==> config.mk <==
export PLATFORM = sky130hd
export DESIGN_NAME = ethernet_port_statistics
export DESIGN_NICKNAME = d
export VERILOG_FILES = /design/src/port_stats_pkg.sv /design/src/ethernet_port_statistics.sv
export VERILOG_INCLUDE_DIRS = /design/src /design/src/src
export SDC_FILE = /design/constraint.sdc
export NUM_CORES = 2
export LEC_CHECK = 0
export ABC_CLOCK_PERIOD_IN_PS = 21700
export BUFFER_PORTS_ARGS = -buffer_cell sky130_fd_sc_hd__buf_4
export CAP_MARGIN = 20
export CORE_ASPECT_RATIO = 1.2
export CORE_MARGIN = 2
export CORE_UTILIZATION = 35
export CTS_BUF_LIST = sky130_fd_sc_hd__clkbuf_4 sky130_fd_sc_hd__clkbuf_8
export CTS_CLUSTER_DIAMETER = 120
export DETAILED_ROUTE_END_ITERATION = 7
export GPL_ROUTABILITY_DRIVEN = 0
export PLACE_DENSITY = 0.55
export SETUP_SLACK_MARGIN = 0.2
export SLEW_MARGIN = 20
export SYNTH_ARGS = -nofsm -noshare
export SYNTH_HDL_FRONTEND = slang
export SYNTH_SLANG_ARGS = --single-unit
==> constraint.sdc <==
create_clock -name mclk -period 21.7 [get_ports mclk]
set_input_delay 1.085 -clock mclk [delete_from_list [all_inputs] [get_ports mclk]]
set_output_delay 1.085 -clock mclk [all_outputs]
set_load 0.03 [all_outputs]
==> src/port_stats_cfg.svh <==
// constants of the per-port ethernet statistics block
`ifndef PORT_STATS_CFG_SVH
`define PORT_STATS_CFG_SVH

// ----------------------------------------------------------------
// widths
// ----------------------------------------------------------------
`define STAT_WIDTH 32
`define LEN_WIDTH 16
`define NUM_COUNTERS 17
`define COLL_CNT_WIDTH 5

// ----------------------------------------------------------------
// frame and collision limits
// ----------------------------------------------------------------
`define MIN_FRAME_LEN 16'h0040
`define HW_PAUSE_LEN 16'h0040
`define MULTI_COLL_MIN 5'h02
`define MULTI_COLL_MAX 5'h0f
`define EXCESS_COLL 5'h10
`define BCAST_ADDR 48'hffff_ffff_ffff

// ----------------------------------------------------------------
// reset values and thresholds
// ----------------------------------------------------------------
`define STAT_RESET 32'h0000_0000
`define STAT_HALF_BIT 31

`endif

==> src/port_stats_pkg.sv <==
// types shared by the per-port ethernet statistics block
package port_stats_pkg;

	// ----------------------------------------------------------------
	// receive outcome, valid in the cycle of rx_done
	// ----------------------------------------------------------------
	typedef struct packed {
		logic [15:0] len;
		logic is_data;
		logic addr_hit;
		logic promisc;
		logic fcs_fail;
		logic odd_nibbles;
		logic fcs_fail_trunc;
		logic code_err;
		logic fc_jam_coll;
	} rx_frame_t;

	// ----------------------------------------------------------------
	// transmit outcome, valid in the cycle of tx_done
	// ----------------------------------------------------------------
	typedef struct packed {
		logic [15:0] len;
		logic [47:0] dest;
		logic hw_pause;
		logic deferred;
		logic carrier_lost;
		logic underrun;
	} tx_frame_t;

	// ----------------------------------------------------------------
	// counter index within the counter array
	// ----------------------------------------------------------------
	typedef enum logic [4:0] {
		rx_short_good_count = 5'h00,
		rx_short_bad_count = 5'h01,
		rx_good_byte_count = 5'h02,
		tx_good_count = 5'h03,
		tx_bcast_count = 5'h04,
		tx_mcast_count = 5'h05,
		tx_flowctl_count = 5'h06,
		tx_waited_count = 5'h07,
		collision_event_count = 5'h08,
		tx_one_coll_count = 5'h09,
		tx_many_coll_count = 5'h0a,
		tx_abandoned_coll_count = 5'h0b,
		tx_late_coll_count = 5'h0c,
		tx_starved_count = 5'h0d,
		tx_carrier_lost_count = 5'h0e,
		tx_good_byte_count = 5'h0f,
		size_bin_min_count = 5'h10
	} counter_id_t;

endpackage : port_stats_pkg

==> src/ethernet_port_statistics.sv <==
// per-port ethernet statistics counters fed by mac frame outcomes
`timescale 1ns/1ps
`include "port_stats_cfg.svh"

module ethernet_port_statistics (
	// clock and reset
	input wire logic mclk,
	input wire logic reset,
	// receive path events
	input wire logic rx_done,
	input wire port_stats_pkg::rx_frame_t rx_frame,
	input wire logic rx_start,
	input wire logic half_duplex,
	input wire logic flow_active,
	input wire logic [15:0] max_rx_frame_length,
	// transmit path events
	input wire logic tx_coll,
	input wire logic tx_coll_late,
	input wire logic tx_done,
	input wire port_stats_pkg::tx_frame_t tx_frame,
	output logic tx_abort,
	// software side: decrement and threshold flag
	input wire logic dec_valid,
	input wire port_stats_pkg::counter_id_t dec_sel,
	input wire logic [31:0] dec_amount,
	input wire logic stats_irq_enable,
	output logic stats_threshold_irq,
	// counter values
	output logic [`NUM_COUNTERS-1:0][`STAT_WIDTH-1:0] counts
);

	// ----------------------------------------------------------------
	// receive classification
	// ----------------------------------------------------------------

	// crc on even nibbles, alignment when the trimmed check fails
	wire logic rx_crc_err = rx_frame.fcs_fail & ~rx_frame.odd_nibbles;
	wire logic rx_align_err = rx_frame.odd_nibbles & rx_frame.fcs_fail_trunc;
	wire logic rx_any_err = rx_crc_err | rx_align_err | rx_frame.code_err;
	wire logic rx_matched = rx_frame.addr_hit | rx_frame.promisc;
	wire logic rx_short = rx_frame.len < `MIN_FRAME_LEN;
	wire logic rx_in_range = ~rx_short & (rx_frame.len <= max_rx_frame_length);

	// qualified receive outcomes, only in the rx_done cycle
	wire logic rx_short_good = rx_done & rx_frame.is_data & rx_matched & rx_short & ~rx_any_err;
	wire logic rx_short_bad = rx_done & rx_frame.is_data & rx_short & rx_any_err
		& ~rx_frame.fc_jam_coll;
	wire logic rx_good = rx_done & rx_matched & rx_in_range & ~rx_any_err;
	wire logic rx_bin_min = rx_done & (rx_frame.len == `MIN_FRAME_LEN);

	// receive start while jamming for flow control counts as a collision
	wire logic rx_fc_coll = rx_start & half_duplex & flow_active;

	// ----------------------------------------------------------------
	// per-frame transmit collision tracking
	// ----------------------------------------------------------------
	logic [4:0] coll_seen;
	logic late_seen;
	logic aborted;

	// the late flag is sticky until the frame closes, so it dominates
	wire logic coll_normal = tx_coll & ~tx_coll_late & ~aborted;
	wire logic coll_late = tx_coll & tx_coll_late & ~aborted;
	wire logic [4:0] coll_plus = coll_seen + 5'h01;
	wire logic hit_excess = coll_normal & (coll_plus == `EXCESS_COLL);
	wire logic next_abort = hit_excess | coll_late;

	// collisions that arrive with tx_done still belong to that frame
	wire logic [4:0] fin_coll = coll_normal ? coll_plus : coll_seen;
	wire logic fin_late = late_seen | coll_late;
	wire logic fin_excess = fin_coll == `EXCESS_COLL;
	wire logic [4:0] fin_total = fin_coll + {4'h0, fin_late};

	// track collisions of the frame in flight; tx_done closes it
	always_ff @(posedge mclk or posedge reset) begin
		if (reset) begin
			coll_seen <= 5'h00;
			late_seen <= 1'b0;
			aborted <= 1'b0;
		end else if (tx_done) begin
			coll_seen <= 5'h00;
			late_seen <= 1'b0;
			aborted <= 1'b0;
		end else begin
			if (coll_normal) begin
				coll_seen <= coll_plus;
			end
			if (coll_late) begin
				late_seen <= 1'b1;
			end
			if (next_abort) begin
				aborted <= 1'b1;
			end
		end
	end

	// one-cycle abandon request to the transmit path
	always_ff @(posedge mclk or posedge reset) begin
		if (reset) begin
			tx_abort <= 1'b0;
		end else begin
			tx_abort <= next_abort & ~tx_done;
		end
	end

	// ----------------------------------------------------------------
	// transmit classification at the frame outcome
	// ----------------------------------------------------------------

	// carrier loss does not abort, so such frames simply complete
	wire logic tx_clean = ~tx_frame.carrier_lost & ~tx_frame.underrun;
	wire logic tx_good = tx_done & tx_clean & ~fin_late & ~fin_excess;
	wire logic tx_bcast = tx_frame.dest == `BCAST_ADDR;
	// hardware pause frames are multicast by construction
	wire logic tx_mcast = (tx_frame.dest[40] & ~tx_bcast) | tx_frame.hw_pause;
	wire logic [15:0] tx_len = tx_frame.hw_pause ? `HW_PAUSE_LEN : tx_frame.len;

	wire logic tx_good_bcast = tx_good & tx_bcast & ~tx_frame.hw_pause;
	wire logic tx_good_mcast = tx_good & tx_mcast;
	wire logic tx_pause = tx_done & tx_frame.hw_pause;
	wire logic tx_waited = tx_done & tx_frame.deferred & tx_clean & (fin_total == 5'h00);
	wire logic tx_coll_ok = tx_done & tx_clean;
	// late collision frames never reach the three classes below
	wire logic tx_one = tx_good & (fin_coll == 5'h01);
	wire logic tx_many = tx_good & (fin_coll >= `MULTI_COLL_MIN)
		& (fin_coll <= `MULTI_COLL_MAX);
	wire logic tx_excess = tx_done & tx_clean & fin_excess & ~fin_late;
	wire logic tx_late = tx_done & fin_late;
	wire logic tx_starved = tx_done & tx_frame.underrun;
	wire logic tx_carrier = tx_done & tx_frame.carrier_lost;
	wire logic tx_bin_min = tx_done & (tx_len == `MIN_FRAME_LEN)
		& ~fin_late & ~fin_excess;

	// ----------------------------------------------------------------
	// increments per counter, applied all in one update
	// ----------------------------------------------------------------
	logic [`STAT_WIDTH-1:0] inc [`NUM_COUNTERS];
	wire logic [4:0] coll_add = (tx_coll_ok ? fin_total : 5'h00) + {4'h0, rx_fc_coll};
	wire logic [1:0] bin_add = {1'b0, rx_bin_min} + {1'b0, tx_bin_min};

	// a frame may bump several counters in the same cycle
	always_comb begin
		for (int k = 0; k < `NUM_COUNTERS; k++) begin
			inc[k] = 32'h0000_0000;
		end
		inc[port_stats_pkg::rx_short_good_count] = {31'h0, rx_short_good};
		inc[port_stats_pkg::rx_short_bad_count] = {31'h0, rx_short_bad};
		inc[port_stats_pkg::rx_good_byte_count] = rx_good ? {16'h0000, rx_frame.len} : 32'h0;
		inc[port_stats_pkg::tx_good_count] = {31'h0, tx_good};
		inc[port_stats_pkg::tx_bcast_count] = {31'h0, tx_good_bcast};
		inc[port_stats_pkg::tx_mcast_count] = {31'h0, tx_good_mcast};
		inc[port_stats_pkg::tx_flowctl_count] = {31'h0, tx_pause};
		inc[port_stats_pkg::tx_waited_count] = {31'h0, tx_waited};
		inc[port_stats_pkg::collision_event_count] = {27'h0, coll_add};
		inc[port_stats_pkg::tx_one_coll_count] = {31'h0, tx_one};
		inc[port_stats_pkg::tx_many_coll_count] = {31'h0, tx_many};
		inc[port_stats_pkg::tx_abandoned_coll_count] = {31'h0, tx_excess};
		inc[port_stats_pkg::tx_late_coll_count] = {31'h0, tx_late};
		inc[port_stats_pkg::tx_starved_count] = {31'h0, tx_starved};
		inc[port_stats_pkg::tx_carrier_lost_count] = {31'h0, tx_carrier};
		inc[port_stats_pkg::tx_good_byte_count] = tx_good ? {16'h0000, tx_len} : 32'h0;
		inc[port_stats_pkg::size_bin_min_count] = {30'h0, bin_add};
	end

	// ----------------------------------------------------------------
	// counter storage
	// ----------------------------------------------------------------
	logic [`NUM_COUNTERS-1:0] half_hit;

	// modulo arithmetic wraps all ones to zero; a software decrement
	// in the same cycle as an increment applies both
	genvar g;
	generate
		for (g = 0; g < `NUM_COUNTERS; g++) begin : gen_count
			wire logic dec_hit = dec_valid & (dec_sel == 5'(g));
			wire logic [31:0] dec_val = dec_hit ? dec_amount : 32'h0000_0000;
			wire logic [31:0] next_count = counts[g] + inc[g] - dec_val;

			always_ff @(posedge mclk or posedge reset) begin
				if (reset) begin
					counts[g] <= `STAT_RESET;
				end else begin
					counts[g] <= next_count;
				end
			end

			assign half_hit[g] = next_count[`STAT_HALF_BIT];
		end
	endgenerate

	// ----------------------------------------------------------------
	// half-scale flag
	// ----------------------------------------------------------------

	// follows the new counter values so it tracks them in the same edge
	always_ff @(posedge mclk or posedge reset) begin
		if (reset) begin
			stats_threshold_irq <= 1'b0;
		end else begin
			stats_threshold_irq <= stats_irq_enable & (|half_hit);
		end
	end

endmodule : ethernet_port_statistics

-- Yosys cells after proc, flatten, opt, wreduce, memory -nomap -nowiden
Index checks and enable logic that the tools add are counted.
Widths: inputs -> output; s select.
- add/subtract/negate cells: 38
- magnitude comparators: 4
- eq/ne operators: 22
- muxes and demuxes: 27
- bitwise operators: 82
- reductions and logical operators: 5
- operators by type and width (kind ; count):
    $mux 32 ; 17
    $sub 32x32->32 ; 17
    $add 32x1->32 ; 13
    $add 32x16->32 ; 2
    $and 1x1->1 ; 63
    $eq 48x48->1 const B ; 1
    $mux 16 ; 3
    $eq 5x4->1 const B ; 8
    $add 32x2->32 ; 1
    $add 32x5->32 ; 1
    $eq 16x7->1 const B ; 2
    $eq 5x3->1 const B ; 4
    $reduce_or 17->1 ; 1
    $le 16x16->1 ; 1
    $lt 16x7->1 const B ; 1
    $eq 5x5->1 const B ; 3
    $mux 5 ; 3
    $not 1->1 ; 13
    $add 5x1->5 ; 2
    $eq 5x1->1 const B ; 2
    $eq 5x2->1 const B ; 2
    $logic_not 5->1 ; 2
    $or 1x1->1 ; 6
    $add 5x1->5 const B ; 1
    other kinds (5) ; 9
- register bits: 553
- bits of input ports: 156
- output and inout bits: 546
- word-level logic and storage cells: 200

-- Logic depth before layout (Yosys ltp)
- word-level depth: 13
- depth in mapped cells: 28
- mapped depth without buffers: 28

-- Worst setup path after synthesis
Ideal clock, no wire load.
- kind: input-to-reg
- from: in max_rx_frame_length[1]
- to: reg stats_threshold_irq
- setup time: 0.142 ns
- arrival time: 6.609 ns
- data required time: 21.558 ns
- setup slack: 14.949 ns
- cell stages on the path: 28
- path buffers: 1
- cell sequence: inv_1 > ha_1 > nor2b_1 > o21a_1 > o21a_1 > o21a_1 > o21a_1 > o21a_1 > o21a_1 > o21ai_0 > a21oi_1 > a211oi_1 > clkbuf_1 > nand3_1 > fa_1 > inv_1 > ha_1 > a21o_1 > a21oi_1 > o21ai_0 > a31o_1 > a211oi_2 > nor2_1 > o31ai_2 > xnor2_1 > or4_1 > nor4b_2 > a41oi_1
- cells in the longest elaborated chain, start to end: 9
- RTL lines (item ; line ; source):
    from (decl) ; ethernet_port_statistics.sv:15 ; input wire logic [15:0] max_rx_frame_length,
    $le 16x16->1 ; ethernet_port_statistics.sv:42 ; wire logic rx_in_range = ~rx_short & (rx_frame.len <= max_rx_frame_length);
    $and 1x1->1 ; ethernet_port_statistics.sv:42 ;
    $and 1x1->1 (2 in a row) ; ethernet_port_statistics.sv:48 ; wire logic rx_good = rx_done & rx_matched & rx_in_range & ~rx_any_err;
    $mux 16 ; ethernet_port_statistics.sv:148 ; inc[port_stats_pkg::rx_good_byte_count] = rx_good ? {16'h0000, rx_frame.len} : 32'h0;
    $add 32x16->32 ; ethernet_port_statistics.sv:177 ; wire logic [31:0] next_count = counts[g] + inc[g] - dec_val;
    $sub 32x32->32 ; ethernet_port_statistics.sv:177 ;
    via gen_count[2].next_count[31] ; ethernet_port_statistics.sv:177 ;
    $reduce_or 17->1 ; ethernet_port_statistics.sv:200 ; stats_threshold_irq <= stats_irq_enable & (|half_hit);
    $and 1x1->1 ; ethernet_port_statistics.sv:200 ;
    to (signal assigned) ; ethernet_port_statistics.sv:200 ;
    to (decl) ; ethernet_port_statistics.sv:27 ; output logic stats_threshold_irq,
The timed path passes the listed nets, and every way through them passes these cells.
A chain may end at the register's enable or synchronous reset.

-- Worst setup path after layout
- from: reg aborted
- to: reg counts[510] in the netlist's numbering
- cells in the longest elaborated chain, start to end: 9
- elaborated cells between the ends (all ways): 13
- RTL lines (item ; line ; source):
    from (decl) ; ethernet_port_statistics.sv:59 ; logic aborted;
    from (signal assigned) ; ethernet_port_statistics.sv:79 ; aborted <= 1'b0;
    from (signal assigned) ; ethernet_port_statistics.sv:83 ; aborted <= 1'b0;
    from (signal assigned) ; ethernet_port_statistics.sv:92 ; aborted <= 1'b1;
    $not 1->1 * ; ethernet_port_statistics.sv:62, ethernet_port_statistics.sv:63 ;
    $and 1x1->1, on equally long branches ; ethernet_port_statistics.sv:62, ethernet_port_statistics.sv:63 ;
    $mux 5 or $or 1x1->1 (tied branches) ; - ;
    $eq 5x5->1 (no line) or $not 1->1 (tied branches) ; - ;
    $not 1->1 or $and 1x1->1 (tied branches) ; ethernet_port_statistics.sv:112 ; wire logic tx_good = tx_done & tx_clean & ~fin_late & ~fin_excess;
    $and 1x1->1 * ; ethernet_port_statistics.sv:112 ;
    $mux 16 * ; ethernet_port_statistics.sv:161 ; inc[port_stats_pkg::tx_good_byte_count] = tx_good ? {16'h0000, tx_len} : 32'h0;
    $add 32x16->32 * ; ethernet_port_statistics.sv:177 ;
    $sub 32x32->32 * ; ethernet_port_statistics.sv:177 ;
    via gen_count[15].next_count[30] ; ethernet_port_statistics.sv:177 ;
    to (signal, indexed assignment) ; ethernet_port_statistics.sv:181 ; counts[g] <= `STAT_RESET;
    to (signal, indexed assignment) ; ethernet_port_statistics.sv:183 ; counts[g] <= next_count;
    to (decl) ; ethernet_port_statistics.sv:29 ; output logic [`NUM_COUNTERS-1:0][`STAT_WIDTH-1:0] counts
Mark *: on every way through the listed nets, which the timed path passes. The rest lies on a longest branch.

==> results by stage <==
Outcome:
- The run finished with clean final reports.

Timing:
- Setup repair after global routing left no endpoint under its margin.
- The highest attainable clock frequency is 140.7 MHz.
- In this run the tightest slew margin relative to its limit is 21.76%.
- The number of failing setup endpoints in the final timing report is 0.
- For the final routed database, the setup TNS stands at 0 ns.
- The ratio of final minimum period to clock period is 32.75%.
- The worst slack on hold paths is 0.4383 ns.
- For the pin with the worst max-slew slack, the measured transition is 1.166 ns.
- Clock skew on the completed layout was measured at 0.03073 ns.
- The final-report hold violation count is 0.
- The final max-slew violation count came to 0.
- The minimum period implied by the final worst setup slack is 7.106 ns.

Synthesis:
- The share of cell area taken by muxes after synthesis is 0.1618%.
- In the synthesized netlist the dominant register cell turns out to be sky130_fd_sc_hd__dfrtp_1.
- Summing the areas of all and, or, nand and nor instances in the mapped netlist gives 15.31% of the synthesized area.
- Summing the areas of all compound-gate instances in the mapped netlist gives 17.18% of the synthesized area.
- The total standard cell area after synthesis is 50270 um2.
- Counting flops with a built-in enable in the synthesized netlist gives 0.
- Counting distinct cell types in the post-synthesis netlist gives 88.
- The count of yosys warnings during synthesis is 0.
- The xor-xnor portion of the synthesized cell area is 8.450%.
- After synthesis, the mean cell area works out to 9.019 um2.
- Summing the areas of all fa, ha and maj instances in the mapped netlist gives 27.98% of the synthesized area.
- The gate count after technology mapping is 5574.
- The share of the Yosys chip area taken by registers is 27.53%.
- The total of flip-flops plus latches after synthesis is 553.
- Counting flops with an async set or reset pin after synthesis yields a share of 100.0%.
- Counting every net in the synthesized netlist gives 6823.
- After synthesis, the largest family of logic cells by area is adder cells.

Run:
- Max-cap violations in this run came to 0.

Worst hold path:
- The worst hold path belongs to the class primary input to asynchronous set/reset pin.

Clock network:
- The clock tree from TritonCTS is yes.
- The number of buffers between clock root and the deepest sink is 3.
- Buffers inserted to repair hold after CTS numbered 0.
- The number of clock sinks is 553.
- The clock-pin slew on the worst setup and hold paths is 0.06 ns.
- The cell sitting at the root of the clock tree is a sky130_fd_sc_hd__clkbuf_8.
- The count of H-tree levels built during CTS is 3.
- Buffers added to address setup during post-CTS repair amount to 0.
- The number of buffers added by the clock tree synthesis step is 113.
- The clock network latency to the later pin of the worst-skew pair is 0.85 ns.
- The number of gates resized after CTS was 0.

Drt:
- Dividing the detail-routed via count by the number of cells gives 5.294.
- The number of remaining DRC errors is 0.
- In the final routed layout, each cell accounts on average for 22.23 um.
- The routed design has 184800 um of wire.
- The number of vias in the routed layout is 44000.
- In this run the remaining antenna-violating nets after routing total 0.
- In this run, the number of DRC markers left after iteration 0 of detailed routing was 2520.
- The number of iterations in the first detailed-routing pass is 6.

Place:
- The number of buffers added on ports is 701.
- Once detailed placement completed, the half-perimeter wirelength came to 146000 um.

Floorplan:
- The floorplan step defined a die boundary enclosing 146700 um2.
- For this configuration, the core starts out at a cell density of 35.20%.
- The core area is 142800 um2.
- The number of cell rows is 152.
- In this run the count of I/O pins placed on the die edge is 702.
- Measured along the x axis, the die boundary spans 350.0 um.
- The die span in y is 419.2 um.

Critical path:
- In this run the worst setup path begins at aborted.
- Walking the worst path, the cells encountered are nor3b_1, nand4_1, xor2_1, or3_1, nand2_1, nor2_2, nand2_1, ha_1, inv_1, ha_1, inv_1, fa_1, nor2b_1, o21ai_0, a2111oi_0, and4bb_2, o31ai_1, nand2_1, o21ai_0, a21oi_1, a21oi_1, a221oi_1, xnor2_1.
- The slowest stage of the critical path belongs to the cell sky130_fd_sc_hd__nor3b_1.
- The number of buffer and inverter instances along the worst setup path is 2.
- In this run the register-to-register setup slack is 14.59 ns.
- The endpoint class of the critical path is a flip-flop.
- The cell family contributing the most delay on the critical path is simple AND/OR/NAND/NOR gates.
- The startpoint identified for the worst register-to-register timing path is aborted.
- The required arrival time at the worst endpoint is 22.44 ns.
- Data arrives at the worst endpoint at 7.84 ns.
- On the worst path, the slowest cell contributes a delay of 0.66 ns.
- The worst register-to-register path has a depth of 23.
- The maximum fanout along the worst path is 15.
- STA classifies the critical path startpoint as a flip-flop.
- The worst setup path is of the flip-flop to flip-flop kind.
- The capture point of the critical path is counts[510].
- The critical path crosses 23 cells after its start point.
- The most frequent cell on the critical path is sky130_fd_sc_hd__nand2_1.
- The worst register-to-register path ends at counts[510].

Finish:
- The final layout contains 7544 nets.
- The layout-stage area growth over the synthesis result is 19.69%.
- The share of layout cells above drive strength 1 is 15.87%.

GRT:
- The number of antenna violations at the first check in global routing is 10.
- Across every metal layer, demand over resource in global routing totals 24.89%.
- The first-pass GRT wire length is 273100 um.
- For this run the aggregate overflow at the end of global routing stands at 0.
- The pin count of the biggest net entering global routing is 119.
- The via count of the first global-routing pass is 43290.
==> synthesized netlist by cell type, drive strengths merged (10+ instances only) <==
library cell / n / area, um2
ha: 1041 / 13020
nand2: 720 / 2703
dfrtp: 553 / 13840
a21oi: 391 / 1979
xnor2: 364 / 3188
inv: 319 / 1197
nor2: 295 / 1107
o21ai: 236 / 1189
a21o: 214 / 1607
xor2: 121 / 1060
nand3: 107 / 535.5
clkbuf: 102 / 382.9
nor3: 96 / 480.5
o21a: 85 / 638.1
nor2b: 78 / 488.0
o21bai: 73 / 548.0
nand2b: 72 / 450.4
and2: 69 / 431.7
and3: 61 / 381.6
fa: 52 / 1041
a211oi: 48 / 370.3
nand4: 47 / 294.0
a31oi: 43 / 269.0
o211ai: 36 / 270.3
buf: 32 / 120.1
a21boi: 24 / 180.2
nor4: 24 / 165.2
or3: 23 / 143.9
o31ai: 20 / 155.1
or2: 19 / 118.9
a2111oi: 14 / 136.4
a221oi: 14 / 128.9
a31o: 13 / 113.9
o2111ai: 11 / 96.34
o41ai: 10 / 113.9
==> kinds of logic (layout without fill, tap and decap cells) <==
logic type	count (synthesis)	in the layout
fa+ha+maj	1093	1093
simple gates	1657	1657
xor+xnor	485	485
mux	8	8
flops	553	553
compound gates	1325	1325
buf+inv	453	1257
other cells	0	8
==> final cells by class <==
type                       instances  area [um2]
timing repair buffer             740        5555
clock inverter                    22       155.1
inverter                         319        1205
sequential                       553       13840
clock buffer                     176        2210
antenna                            8       20.02
fill                           14170       82660
multi-input combinational       4568       34770
tap                             1925        2409
==> sequential cells by signal, indices dropped and copies added (netlist names) <==
signal / cells
aborted: 1
counts: 544
coll_seen: 5
tx_abort: 1
stats_threshold_irq: 1
late_seen: 1
==> stage by stage <==
stage | util [%] | cells | area (um2) | setup slack, ns
floorplan | - | 5574 | 50270 | 5.153
global placement | 40.45 | 8105 | 57780 | 13.67
detailed placement | 40.45 | 8105 | 57780 | 13.50
CTS | 42.11 | 8303 | 60140 | 14.35
global route | 42.12 | 8308 | 60160 | 13.96
finish | 42.12 | 8311 | 60170 | 14.59
==> worst min path at each step <==
stage	from	endpoint	slack, ns	cells after the start
floorplan	late_seen	late_seen	0.46	2
global placement	counts[448]	counts[448]	0.50	1
detailed placement	counts[0]	counts[0]	0.50	1
CTS	stats_irq_enable	stats_threshold_irq	0.37	3
global route	stats_irq_enable	stats_threshold_irq	0.43	3
finish	reset	counts[91]	0.44	2
==> routing by layer <==
metal	wire, um	global-route usage, %	part of all wire [%]	vias to the layer above
li1	-	-	-	21350
met1	79530	31.65	43	21190
met2	85030	40.46	46	1175
met3	11310	4.951	6.1	277
met4	8891	11.46	4.8	0
met5	0	0	0	-
==> cell usage in the layout, fill, tap and decap left out, types with 73 or more instances in the layout <==
| cell type | synthesis | final |
|---|---|---|
| sky130_fd_sc_hd__ha_1 | 1041 | 1041 |
| sky130_fd_sc_hd__buf_4 | 0 | 740 |
| sky130_fd_sc_hd__nand2_1 | 720 | 720 |
| sky130_fd_sc_hd__dfrtp_1 | 553 | 553 |
| sky130_fd_sc_hd__a21oi_1 | 387 | 387 |
| sky130_fd_sc_hd__xnor2_1 | 364 | 364 |
| sky130_fd_sc_hd__inv_1 | 319 | 318 |
| sky130_fd_sc_hd__nor2_1 | 295 | 278 |
| sky130_fd_sc_hd__o21ai_0 | 223 | 223 |
| sky130_fd_sc_hd__a21o_1 | 214 | 214 |
| sky130_fd_sc_hd__clkbuf_8 | 0 | 142 |
| sky130_fd_sc_hd__xor2_1 | 121 | 121 |
| sky130_fd_sc_hd__nand3_1 | 107 | 107 |
| sky130_fd_sc_hd__nor3_1 | 96 | 96 |
| sky130_fd_sc_hd__o21a_1 | 85 | 85 |
| sky130_fd_sc_hd__nor2b_1 | 78 | 78 |
| sky130_fd_sc_hd__o21bai_1 | 73 | 73 |
Power is not shown: default switching activity piles up to over one toggle a cycle in this logic, so the estimate is an artifact.
